File: config.mk
export PLATFORM = sky130hd
export DESIGN_NAME = physical_request_node_filter
export DESIGN_NICKNAME = d
export VERILOG_FILES = /design/src/phys_route_decide.v /design/src/physical_request_node_filter.v
export VERILOG_INCLUDE_DIRS = /design/src
export SDC_FILE = /design/constraint.sdc
export NUM_CORES = 1
export LEC_CHECK = 0
export ABC_AREA = 1
export BUFFER_PORTS_ARGS = -buffer_cell sky130_fd_sc_hd__buf_2
export CORE_MARGIN = 2
export CORE_UTILIZATION = 50
export CTS_CLUSTER_DIAMETER = 60
export DETAILED_ROUTE_END_ITERATION = 16
export PLACE_DENSITY = 0.7
export SKIP_CTS_REPAIR_TIMING = 1
export SYNTH_ARGS = -nofsm -noshare
export SYNTH_HDL_FRONTEND = slang
export SYNTH_SLANG_ARGS = --single-unit
File: constraint.sdc
create_clock -name mclk_in -period 3.5 [get_ports mclk_in]
set_input_delay 0.525 -clock mclk_in [delete_from_list [all_inputs] [get_ports mclk_in]]
set_output_delay 0.525 -clock mclk_in [all_outputs]
set_load 0.02 [all_outputs]
File: src/phys_filter_defs.vh
// Purpose: Shared constants of the physical request node filter
// Assumes: Included by bare name from every design file
// Notes: Offsets are byte addresses of 32-bit words
`ifndef PHYS_FILTER_DEFS_VH
`define PHYS_FILTER_DEFS_VH

// ----------------------------------------------------------------
// Register byte offsets
// ----------------------------------------------------------------
`define OFF_HIGH_SET 12'h110
`define OFF_HIGH_CLR 12'h114
`define OFF_LOW_SET 12'h118
`define OFF_LOW_CLR 12'h11C
`define OFF_UPPER_BOUND 12'h120
`define OFF_STATUS 12'h124
`define OFF_CNT_ROUTE 12'h128
`define OFF_CNT_REJECT 12'h12C

// ----------------------------------------------------------------
// Reset values and field positions
// ----------------------------------------------------------------
`define MASK_LOW_RST 32'h0000_0000
`define MASK_HIGH_RST 32'h0000_0000
`define UPPER_BOUND_VAL 32'h0000_0000
`define ALL_BUS_BIT 63
`define NODE_NUM_W 6
`define MASK_W 64

// ----------------------------------------------------------------
// Bus responses
// ----------------------------------------------------------------
`define RESP_OKAY 2'h0
`define RESP_SLVERR 2'h2

// ----------------------------------------------------------------
// Route codes, as shown in the status word
// ----------------------------------------------------------------
`define ROUTE_NONE 2'h0
`define ROUTE_PHYS 2'h1
`define ROUTE_ASYNC 2'h2
`define ROUTE_REJECT 2'h3

`endif

File: src/phys_route_decide.v
// Purpose: Registered routing decision for one received request
// Assumes: Packet inputs come from link logic on the same clock
// Notes: One packet per cycle at most; result one cycle later
`timescale 1ns/1ps
`include "phys_filter_defs.vh"

module phys_route_decide #(
  parameter NODE_W = 6,
  parameter MASK_W = 64
) (
  // Clock and reset
  input wire mclk_in,
  input wire rst_n_in,
  // Node mask
  input wire [MASK_W-1:0] node_mask_in,
  // Received packet
  input wire pkt_valid_in,
  input wire [NODE_W-1:0] pkt_src_node_in,
  input wire pkt_src_local_in,
  input wire pkt_phys_in,
  input wire async_filter_pass_in,
  // Decision
  output reg route_valid_out,
  output reg route_phys_out,
  output reg route_async_out,
  output reg route_reject_out,
  output reg [NODE_W-1:0] route_node_out
);

  // ----------------------------------------------------------------
  // Decision
  // ----------------------------------------------------------------
  reg [1:0] route_nxt;
  wire node_bit;

  // Top bit is the remote-bus accept, never a node, so node 63 misses
  assign node_bit = (pkt_src_node_in == {NODE_W{1'b1}}) ? 1'b0 : node_mask_in[pkt_src_node_in];

  always @*
  begin
    route_nxt = `ROUTE_NONE;
    if (pkt_valid_in)
    begin
      if (!pkt_phys_in)
        route_nxt = async_filter_pass_in ? `ROUTE_ASYNC : `ROUTE_REJECT;
      else if (!pkt_src_local_in)
        route_nxt = node_mask_in[`ALL_BUS_BIT] ? `ROUTE_PHYS : `ROUTE_REJECT;
      else if (!async_filter_pass_in)
        route_nxt = `ROUTE_REJECT;
      else if (node_bit)
        route_nxt = `ROUTE_PHYS;
      else
        route_nxt = `ROUTE_ASYNC;
    end
  end

  always @(posedge mclk_in or negedge rst_n_in)
  begin
    if (!rst_n_in)
    begin
      route_valid_out <= 1'b0;
      route_phys_out <= 1'b0;
      route_async_out <= 1'b0;
      route_reject_out <= 1'b0;
      route_node_out <= {NODE_W{1'b0}};
    end
    else
    begin
      route_valid_out <= pkt_valid_in;
      route_phys_out <= (route_nxt == `ROUTE_PHYS);
      route_async_out <= (route_nxt == `ROUTE_ASYNC);
      route_reject_out <= (route_nxt == `ROUTE_REJECT);
      if (pkt_valid_in)
        route_node_out <= pkt_src_node_in;
    end
  end

endmodule

File: src/physical_request_node_filter.v
// Purpose: Per-node physical request filter with AXI4-Lite registers
// Assumes: Link packet inputs and bus reset are on mclk_in
// Notes: One write and one read in flight; unmapped words answer SLVERR
//
// Behaviour
// - Upper mask bits 30..0 enable physical handling for nodes 62..32.
// - Lower mask bit n enables physical handling for local node n, 0..31.
// - Local physical packets pass the async filter check, then the node mask check.
// - Clear mask bit for the source sends the request to async_request_rx_context.
// - Lower mask: write set address sets, clear address clears, both read mask.
// - Lower mask reads all zeros after reset.
// - Upper bound register reads zero and ignores writes.
// - Upper mask top bit accepts all remote-bus requests; survives bus reset.
// - Upper mask has its own set/clear addresses and resets to zero.
// - Node mask check applies to local sources only; remote uses top bit.
`timescale 1ns/1ps
`include "phys_filter_defs.vh"

module physical_request_node_filter #(
  parameter ADDR_W = 12,
  parameter CNT_W = 16
) (
  // Clock and reset
  input wire mclk_in,
  input wire rst_n_in,
  input wire bus_reset_in,
  // AXI4-Lite write address
  input wire [ADDR_W-1:0] s_axi_awaddr_in,
  input wire s_axi_awvalid_in,
  output reg s_axi_awready_out,
  // AXI4-Lite write data
  input wire [31:0] s_axi_wdata_in,
  input wire [3:0] s_axi_wstrb_in,
  input wire s_axi_wvalid_in,
  output reg s_axi_wready_out,
  // AXI4-Lite write response
  output reg [1:0] s_axi_bresp_out,
  output reg s_axi_bvalid_out,
  input wire s_axi_bready_in,
  // AXI4-Lite read address
  input wire [ADDR_W-1:0] s_axi_araddr_in,
  input wire s_axi_arvalid_in,
  output reg s_axi_arready_out,
  // AXI4-Lite read data
  output reg [31:0] s_axi_rdata_out,
  output reg [1:0] s_axi_rresp_out,
  output reg s_axi_rvalid_out,
  input wire s_axi_rready_in,
  // Received packet from link core
  input wire pkt_valid_in,
  input wire [`NODE_NUM_W-1:0] pkt_src_node_in,
  input wire pkt_src_local_in,
  input wire pkt_phys_in,
  input wire async_filter_pass_in,
  // Routing decision
  output wire route_valid_out,
  output wire route_phys_out,
  output wire route_async_out,
  output wire route_reject_out,
  output wire [`NODE_NUM_W-1:0] route_node_out
);

  // ----------------------------------------------------------------
  // Declarations
  // ----------------------------------------------------------------
  reg [`MASK_W-1:0] node_mask_r;
  reg [`MASK_W-1:0] node_mask_nxt;
  reg [ADDR_W-1:0] wr_addr_r;
  reg [31:0] wr_data_r;
  reg [3:0] wr_strb_r;
  reg aw_held_r;
  reg w_held_r;
  reg aw_held_nxt;
  reg w_held_nxt;
  reg bvalid_nxt;
  reg rvalid_nxt;
  reg [31:0] rd_word;
  reg rd_hit;
  reg wr_hit;
  reg [1:0] last_route_r;
  reg [`NODE_NUM_W-1:0] last_node_r;
  reg [CNT_W-1:0] cnt_phys_r;
  reg [CNT_W-1:0] cnt_async_r;
  reg [CNT_W-1:0] cnt_reject_r;
  wire aw_take;
  wire w_take;
  wire ar_take;
  wire wr_fire;
  wire [31:0] wr_lanes;
  wire [31:0] wr_ones;
  wire [ADDR_W-1:0] wr_word_addr;
  wire [ADDR_W-1:0] rd_word_addr;
  wire set_low;
  wire clr_low;
  wire set_high;
  wire clr_high;
  wire [`MASK_W-1:0] set_vec;
  wire [`MASK_W-1:0] clr_vec;
  wire [31:0] status_word;

  // ----------------------------------------------------------------
  // Write channel handshakes
  // ----------------------------------------------------------------
  assign aw_take = s_axi_awvalid_in & s_axi_awready_out;
  assign w_take = s_axi_wvalid_in & s_axi_wready_out;
  // Address and data may land in either order; act once both are held
  assign wr_fire = aw_held_r & w_held_r & ~s_axi_bvalid_out;
  assign wr_word_addr = {wr_addr_r[ADDR_W-1:2], 2'b00};

  always @*
  begin
    aw_held_nxt = aw_held_r;
    w_held_nxt = w_held_r;
    bvalid_nxt = s_axi_bvalid_out;
    if (aw_take)
      aw_held_nxt = 1'b1;
    if (w_take)
      w_held_nxt = 1'b1;
    if (wr_fire)
    begin
      aw_held_nxt = 1'b0;
      w_held_nxt = 1'b0;
      bvalid_nxt = 1'b1;
    end
    else if (s_axi_bvalid_out && s_axi_bready_in)
      bvalid_nxt = 1'b0;
  end

  always @*
  begin
    case (wr_word_addr)
      `OFF_HIGH_SET, `OFF_HIGH_CLR, `OFF_LOW_SET, `OFF_LOW_CLR:
        wr_hit = 1'b1;
      `OFF_UPPER_BOUND, `OFF_STATUS, `OFF_CNT_ROUTE, `OFF_CNT_REJECT:
        wr_hit = 1'b1;
      default:
        wr_hit = 1'b0;
    endcase
  end

  always @(posedge mclk_in or negedge rst_n_in)
  begin
    if (!rst_n_in)
    begin
      aw_held_r <= 1'b0;
      w_held_r <= 1'b0;
      wr_addr_r <= {ADDR_W{1'b0}};
      wr_data_r <= 32'h0000_0000;
      wr_strb_r <= 4'h0;
      s_axi_awready_out <= 1'b1;
      s_axi_wready_out <= 1'b1;
      s_axi_bvalid_out <= 1'b0;
      s_axi_bresp_out <= `RESP_OKAY;
    end
    else
    begin
      aw_held_r <= aw_held_nxt;
      w_held_r <= w_held_nxt;
      if (aw_take)
        wr_addr_r <= s_axi_awaddr_in;
      if (w_take)
      begin
        wr_data_r <= s_axi_wdata_in;
        wr_strb_r <= s_axi_wstrb_in;
      end
      // Ready drops while a half or a response is pending
      s_axi_awready_out <= ~aw_held_nxt & ~bvalid_nxt;
      s_axi_wready_out <= ~w_held_nxt & ~bvalid_nxt;
      s_axi_bvalid_out <= bvalid_nxt;
      if (wr_fire)
        s_axi_bresp_out <= wr_hit ? `RESP_OKAY : `RESP_SLVERR;
    end
  end

  // ----------------------------------------------------------------
  // Node mask, set/clear per bit
  // ----------------------------------------------------------------
  assign wr_lanes = {{8{wr_strb_r[3]}}, {8{wr_strb_r[2]}}, {8{wr_strb_r[1]}}, {8{wr_strb_r[0]}}};
  assign wr_ones = wr_data_r & wr_lanes;
  assign set_low = wr_fire & (wr_word_addr == `OFF_LOW_SET);
  assign clr_low = wr_fire & (wr_word_addr == `OFF_LOW_CLR);
  assign set_high = wr_fire & (wr_word_addr == `OFF_HIGH_SET);
  assign clr_high = wr_fire & (wr_word_addr == `OFF_HIGH_CLR);
  assign set_vec = {wr_ones & {32{set_high}}, wr_ones & {32{set_low}}};
  assign clr_vec = {wr_ones & {32{clr_high}}, wr_ones & {32{clr_low}}};

  genvar gi;
  generate
    for (gi = 0; gi < `MASK_W; gi = gi + 1)
    begin : g_mask_bit
      always @*
      begin
        if (set_vec[gi])
          node_mask_nxt[gi] = 1'b1;
        else if (clr_vec[gi])
          node_mask_nxt[gi] = 1'b0;
        else if (bus_reset_in && (gi != `ALL_BUS_BIT))
          node_mask_nxt[gi] = 1'b0;
        else
          node_mask_nxt[gi] = node_mask_r[gi];
      end
    end
  endgenerate

  always @(posedge mclk_in or negedge rst_n_in)
  begin
    if (!rst_n_in)
      node_mask_r <= {`MASK_HIGH_RST, `MASK_LOW_RST};
    else
      node_mask_r <= node_mask_nxt;
  end

  // ----------------------------------------------------------------
  // Read channel
  // ----------------------------------------------------------------
  assign ar_take = s_axi_arvalid_in & s_axi_arready_out;
  assign rd_word_addr = {s_axi_araddr_in[ADDR_W-1:2], 2'b00};
  assign status_word = {22'h00_0000, last_route_r, 2'h0, last_node_r};

  always @*
  begin
    rd_hit = 1'b1;
    case (rd_word_addr)
      `OFF_HIGH_SET, `OFF_HIGH_CLR:
        rd_word = node_mask_r[63:32];
      `OFF_LOW_SET, `OFF_LOW_CLR:
        rd_word = node_mask_r[31:0];
      `OFF_UPPER_BOUND:
        rd_word = `UPPER_BOUND_VAL;
      `OFF_STATUS:
        rd_word = status_word;
      `OFF_CNT_ROUTE:
        rd_word = {cnt_async_r, cnt_phys_r};
      `OFF_CNT_REJECT:
        rd_word = {{(32-CNT_W){1'b0}}, cnt_reject_r};
      default:
      begin
        rd_word = 32'h0000_0000;
        rd_hit = 1'b0;
      end
    endcase
  end

  always @*
  begin
    rvalid_nxt = s_axi_rvalid_out;
    if (ar_take)
      rvalid_nxt = 1'b1;
    else if (s_axi_rvalid_out && s_axi_rready_in)
      rvalid_nxt = 1'b0;
  end

  always @(posedge mclk_in or negedge rst_n_in)
  begin
    if (!rst_n_in)
    begin
      s_axi_arready_out <= 1'b1;
      s_axi_rvalid_out <= 1'b0;
      s_axi_rdata_out <= 32'h0000_0000;
      s_axi_rresp_out <= `RESP_OKAY;
    end
    else
    begin
      s_axi_rvalid_out <= rvalid_nxt;
      s_axi_arready_out <= ~rvalid_nxt;
      if (ar_take)
      begin
        s_axi_rdata_out <= rd_word;
        s_axi_rresp_out <= rd_hit ? `RESP_OKAY : `RESP_SLVERR;
      end
    end
  end

  // ----------------------------------------------------------------
  // Routing decision
  // ----------------------------------------------------------------
  phys_route_decide #(
    .NODE_W(`NODE_NUM_W),
    .MASK_W(`MASK_W)
  ) u_decide (
    .mclk_in(mclk_in),
    .rst_n_in(rst_n_in),
    .node_mask_in(node_mask_r),
    .pkt_valid_in(pkt_valid_in),
    .pkt_src_node_in(pkt_src_node_in),
    .pkt_src_local_in(pkt_src_local_in),
    .pkt_phys_in(pkt_phys_in),
    .async_filter_pass_in(async_filter_pass_in),
    .route_valid_out(route_valid_out),
    .route_phys_out(route_phys_out),
    .route_async_out(route_async_out),
    .route_reject_out(route_reject_out),
    .route_node_out(route_node_out)
  );

  // ----------------------------------------------------------------
  // Status and counters
  // ----------------------------------------------------------------
  // Counters saturate so a long run never wraps to a small value
  always @(posedge mclk_in or negedge rst_n_in)
  begin
    if (!rst_n_in)
    begin
      last_route_r <= `ROUTE_NONE;
      last_node_r <= {`NODE_NUM_W{1'b0}};
      cnt_phys_r <= {CNT_W{1'b0}};
      cnt_async_r <= {CNT_W{1'b0}};
      cnt_reject_r <= {CNT_W{1'b0}};
    end
    else if (route_valid_out)
    begin
      last_node_r <= route_node_out;
      if (route_phys_out)
      begin
        last_route_r <= `ROUTE_PHYS;
        if (~&cnt_phys_r)
          cnt_phys_r <= cnt_phys_r + 1'b1;
      end
      else if (route_async_out)
      begin
        last_route_r <= `ROUTE_ASYNC;
        if (~&cnt_async_r)
          cnt_async_r <= cnt_async_r + 1'b1;
      end
      else
      begin
        last_route_r <= `ROUTE_REJECT;
        if (~&cnt_reject_r)
          cnt_reject_r <= cnt_reject_r + 1'b1;
      end
    end
  end

endmodule

-- Word-level counts from Yosys, hierarchy flattened
Cells that the tools add are included.
- bits in registers: 221
- word-level logic and storage cells: 367
- memory bits (writable): 0
- memories kept: 0
- memory bits (read-only): 0
- input bits: 78
- output and inout bits: 51
- latch bits: 0
- add/subtract/negate cells: 3
- bitwise gates (word level): 26
- equality and inequality tests: 20
- reduce and logical (&&, ||, !) cells: 76
- div/mod/pow operators: 0
- magnitude comparators: 1
- shift-type cells: 0
- mux-type cells: 154
- multiply operators: 0
- operator list (kind ; count):
    3-bit nonzero test ; 63
    32-bit AND ; 5
    10-bit by 7-bit == test with 1-bit output (second input constant) ; 16
    32-bit one-hot mux with 5 select lines ; 1
    1-bit 2-to-1 mux ; 143
    16-bit by 1-bit adder with 16-bit output (second input constant) ; 3
    16-bit AND reduction ; 3
    2-bit 2-to-1 mux ; 9
    8-bit OR reduction ; 2
    1-bit AND ; 11
    1-bit NOT ; 10
    4-bit AND reduction ; 2
    6-bit by 7-bit < comparator with 1-bit output (second input constant) ; 1
    1-bit binary-select mux with 6-bit select ; 1
    6-bit == test (second input constant) ; 1
    2-bit == test (second input constant) ; 2
    2-bit OR reduction ; 2
    3-bit AND reduction ; 1
    2-bit by 1-bit == test with 1-bit output (second input constant) ; 1
    1-bit logical AND ; 2
    2-bit nonzero test ; 1

-- Depth between registers and ports, before layout
- depth after elaboration: 9
- gate-level depth with buffers: 18
- depth with buffers taken out: 16

-- Hierarchy
From an unflattened synthesis, not the netlist that was laid out.
- cell total of the unflattened synthesis: 1668
- area total of the unflattened synthesis: 11680.0 um^2
- by module, submodules not included (module ; instances ; cells an instance ; area each (um^2) ; sequential area each (um^2)):
    physical_request_node_filter ; 1 ; 1473 ; 10590.2 ; 5183.7
    phys_route_decide ; 1 ; 195 ; 1089.8 ; 250.2

-- Least setup slack after synthesis
OpenSTA, ideal clock, no wires.
- path kind: input -> register
- from: input port pkt_src_node_in[0]
- to: register u_decide.route_reject_out
- cell stages on the path: 18
- path buffers: 2
- path slack: 1750 ps
- data arrival time: 1631 ps
- required time: 3381 ps
- library setup time: 119 ps
- cell sequence: buf_4 inv_4 buf_4 nand2_1 nand3_1 nand3_1 nand2_1 nand2_1 nand2_1 nand2_1 nand2_1 inv_1 nand2_1 nand2_1 nand2_1 nand3_1 nand2_1 nor2_1
- word-level cells in the longest chain between the ends: 9
- elaborated cells on any way between the ends: 10
- those cells by class: 2 x eq/ne; 8 x mux
- ends and longest elaborated chain (item ; RTL line ; text):
    start: declaration ; physical_request_node_filter.v:51 ; input wire [`NODE_NUM_W-1:0] pkt_src_node_in,
    1-bit binary-select mux with 6-bit select ; phys_route_decide.v:37 ; assign node_bit = (pkt_src_node_in == {NODE_W{1'b1}}) ? 1'b0 : node_mask_in[pkt_src_node_in];
    1-bit 2-to-1 mux (not written as such) ; phys_route_decide.v:37 ;
    1-bit 2-to-1 mux * ; phys_route_decide.v:37 ;
    2-bit 2-to-1 mux * ; phys_route_decide.v:50 ; else if (node_bit)
    2-bit 2-to-1 mux * ; phys_route_decide.v:48 ; else if (!async_filter_pass_in)
    2-bit 2-to-1 mux * ; phys_route_decide.v:46 ; else if (!pkt_src_local_in)
    2-bit 2-to-1 mux * ; phys_route_decide.v:44 ; if (!pkt_phys_in)
    2-bit 2-to-1 mux * ; phys_route_decide.v:42 ; if (pkt_valid_in)
    2-bit == test (no source line) * ; -- ;
    end signal: assignment ; phys_route_decide.v:72 ; route_reject_out <= (route_nxt == `ROUTE_REJECT);
    end: declaration ; phys_route_decide.v:26 ; output reg route_reject_out,
Every way passes the cells marked *; elsewhere a longest branch is shown, timed or not. The select of a mux whose other input is x is not followed.
A chain may end at the register's enable or synchronous reset.

-- Worst setup path after layout
- from: register s_axi_bvalid_out
- to: register node_mask_r[47]
- word-level cells in the longest chain between the ends: 6
- elaborated cells on any way between the ends: 9
- those cells by class: 2 x mux; 6 x bitwise; 1 x reduce/logical
- ends and longest elaborated chain (item ; RTL line ; text):
    start: declaration ; physical_request_node_filter.v:38 ; output reg s_axi_bvalid_out,
    start signal: assignment ; physical_request_node_filter.v:169 ; s_axi_bvalid_out <= bvalid_nxt;
    1-bit NOT * ; physical_request_node_filter.v:107 ; assign wr_fire = aw_held_r & w_held_r & ~s_axi_bvalid_out;
    1-bit AND * ; physical_request_node_filter.v:107 ;
    1-bit AND ; physical_request_node_filter.v:183 ; assign clr_high = wr_fire & (wr_word_addr == `OFF_HIGH_CLR);
    32-bit AND ; physical_request_node_filter.v:185 ; assign clr_vec = {wr_ones & {32{clr_high}}, wr_ones & {32{clr_low}}};
    1-bit 2-to-1 mux ; physical_request_node_filter.v:195 ; else if (clr_vec[gi])
    1-bit 2-to-1 mux ; physical_request_node_filter.v:193 ; if (set_vec[gi])
    end signal: assignment ; physical_request_node_filter.v:208 ; node_mask_r <= {`MASK_HIGH_RST, `MASK_LOW_RST};
    end signal: assignment ; physical_request_node_filter.v:210 ; node_mask_r <= node_mask_nxt;
    end: declaration ; physical_request_node_filter.v:66 ; reg [`MASK_W-1:0] node_mask_r;
Every way passes the cells marked *; elsewhere a longest branch is shown, timed or not.

==> results.toml <==
[synthesis]
yosys_warnings = 0
synth_top_cells_by_count = "nand2_1, dfrtp_1, o21ai_0"
yosysTopAreaCellShare_pct = 51.4
synth_edf_count = 0
ys_types = 49
synth_area_leaders = "dfrtp_1, nand2_1, o211ai_1"
synth_area_mm2 = 0.0104
ys_seq_area_share_pct = 52.1
ys_ff_latch = 217
syn_avg_cell_area_um2 = 8.52
synthArstFlopShare_pct = 100
yosys.area.top_type = "dfrtp_1"
syn_inst = 1224
synth_top_flop_cell = "dfrtp_1"
yosys.cell_count.top_type = "nand2_1"

[place]
dp_hpwl_um = 18500
place_area_mm2 = 0.0112
finalWeightedCongestion = 0.872
io_buffers = 122
post-place-ws_ns = 1.03

[timing]
finalCriticalPeriod_ns = 2.16
timing.final.crit_share_pct = 61.7
worst_slew_pin_slew_ns = 1.18
drv_slew = 0
setup_viol_count_final = 0
rsz0062_at_grt = "no"
fin_skew_ns = 0.0132
slew_headroom_pct = 20.9
max_freq_ghz = 0.463
layout_setup_ws_ns = 1.34
finalSetupTns_ns = 0
final-hold-violation-count = 0
whs_ns = 0.0761

[detailed_routing]
viasPerCell = 5.45
wl_per_cell_um = 16.5
drtIter0Drc = 816
post-route-drc-count = 0
ant_nets = 0
drt-pass1-iter-count = 5
drt-total-wl_um = 26500
dr_total_vias = 8791

[layout]
antenna_cells = 0
seqCellArea_mm2 = 0.00543
syn_to_final_growth_pct = 15.5
nets = 1408
post-route-util_pct = 59.1
drive_above_1_share_pct = 16.5
num-fill-cells = 1812
fin_area_mm2 = 0.0120
multi_input_area_mm2 = 0.00437

[worst_setup_path]
critical_path.max_stage_delay_ns = 0.73
crit_buf_inv = 1
r2r_slack_ns = 1.34
slowest_stage = "nand2_1"
path_max_fanout = 32
crit_type = "flip-flop to flip-flop"
critPathTopFamily = "simple AND/OR/NAND/NOR gates"
arrival_ns = 2.56
start_kind = "flip-flop"
cp.required_ns = 3.90
cp_cell_sequence = "inv_1 > nand3_1 > nor3_1 > nand2_1 > o21ai_0"
end_kind = "flip-flop"

[cts]
cts_buffers = 25
cts.path.max_buffers = 3
clock_latency_ns = 0.51
clkTransAtPathRegs_ns = 0.06
cts_root_buf = "clkbuf_16"
cts_tree = "yes"
htreeDepth = 1
clock-sinks = 217

[die]
dieWidth_um = 148
start_util_pct = 51.2
core.rowCount = 52
num_io_pins = 129
die_area_mm2 = 0.0220
die_h_um = 148
core_mm2 = 0.0204

[grt]
groute.usage.overall_pct = 24.4
gr-total-overflow = 0
grt_pass1_vias = 8169
grt_max_degree = 92
antenna_found_initial = 0
grt_pass1_wl_um = 43600

[run_status]
outcome = "complete, no violations"

[pwr]
peakVddDrop_v = 0.000530
p_per_area_mw_per_mm2 = 581
p_leak_nw = 5.71

[worst_hold_path]
hp-class = "input pin to asynchronous set/reset pin"

[run]
drv_cap = 0
[metrics by stage]
step / total power [mW] / cells
after global placement: 4.34 / 1570
after global routing: 7.39 / 1613
after detailed placement: 4.38 / 1570
after floorplan: 3.98 / 1225
final: 7.00 / 1613
after CTS: 7.05 / 1613
[sequential cells by signal (all words and copies together) (netlist names), 2 cells and up]
| name | cells |
|---|---|
| cnt_async_r | 16 |
| cnt_phys_r | 16 |
| cnt_reject_r | 16 |
| last_node_r | 6 |
| last_route_r | 2 |
| node_mask_r | 64 |
| s_axi_rdata_out | 32 |
| u_decide.route_node_out | 6 |
| wr_addr_r | 10 |
| wr_data_r | 32 |
| wr_strb_r | 4 |
[final timing paths]
| check | from | to | cells after the start |
|---|---|---|---|
| min | rst_n_in | cnt_async_r[5] | 1 |
| min in group mclk_in | pkt_valid_in | u_decide.route_valid_out | 1 |
| max | s_axi_bvalid_out | node_mask_r[47] | 5 |
| max in group asynchronous | rst_n_in | u_decide.route_valid_out | 2 |
| min reg2reg | s_axi_rvalid_out | s_axi_arready_out | 1 |
| max reg2reg | s_axi_bvalid_out | node_mask_r[47] | 5 |
[kinds of logic (layout without fill, tap and decap cells)]
group                    after synthesis  after routing  share of synthesized area [%]
AND/OR/NAND/NOR                      577            577                           23.8
other                                  1              2                         0.0360
XOR/XNOR                              44             44                           3.70
adder cells (fa/ha/maj)                3              3                          0.360
flip-flops                           217            217                           52.1
buffers and inverters                150            268                           6.00
AO/OA/AOI/OAI                        232            232                           14.0
[layout make-up]
type | instances | area share, %
Multi-Input combinational cell | 858 | 36.3
Inverter | 93 | 2.94
Clock buffer | 34 | 5.97
Sequential cell | 217 | 45.1
Tap cell | 270 | 2.81
Clock inverter | 9 | 1.02
Timing Repair Buffer | 132 | 5.87
[metal layers]
| layer | up-vias | part of all wire [%] | GRT usage, % |
|---|---|---|---|
| met5 | - | 0 | 0 |
| met3 | 31 | 6.2 | 3.59 |
| met4 | 0 | 1.6 | 4.48 |
| met2 | 298 | 44 | 37.5 |
| met1 | 4179 | 48 | 37.5 |
| li1 | 4283 | - | - |
[report_power, final]
| part | switching [mW] | internal [mW] | total (mW) |
|---|---|---|---|
| combinational | 0.764 | 0.359 | 1.12 |
| clock | 1.01 | 1.65 | 2.66 |
| sequential | 0.304 | 2.91 | 3.22 |
| total | 2.08 | 4.92 | 7.00 |
[layout by cell type, fill, tap and decap left out, drive strengths merged, types with 7 or more instances in the layout]
| master | netlist | routed |
|---|---|---|
| o211ai | 65 | 65 |
| dfrtp | 214 | 214 |
| nor2 | 52 | 52 |
| o22ai | 7 | 7 |
| buf | 30 | 131 |
| nand2 | 411 | 411 |
| nand4 | 14 | 14 |
| a21oi | 12 | 12 |
| a221oi | 10 | 10 |
| xor2 | 35 | 35 |
| o21ai | 113 | 113 |
| nand3 | 78 | 78 |
| nor3 | 15 | 15 |
| clkbuf | 27 | 35 |
| xnor2 | 9 | 9 |
| inv | 92 | 92 |
No activity file was read; power rests on OpenSTA's default activity.
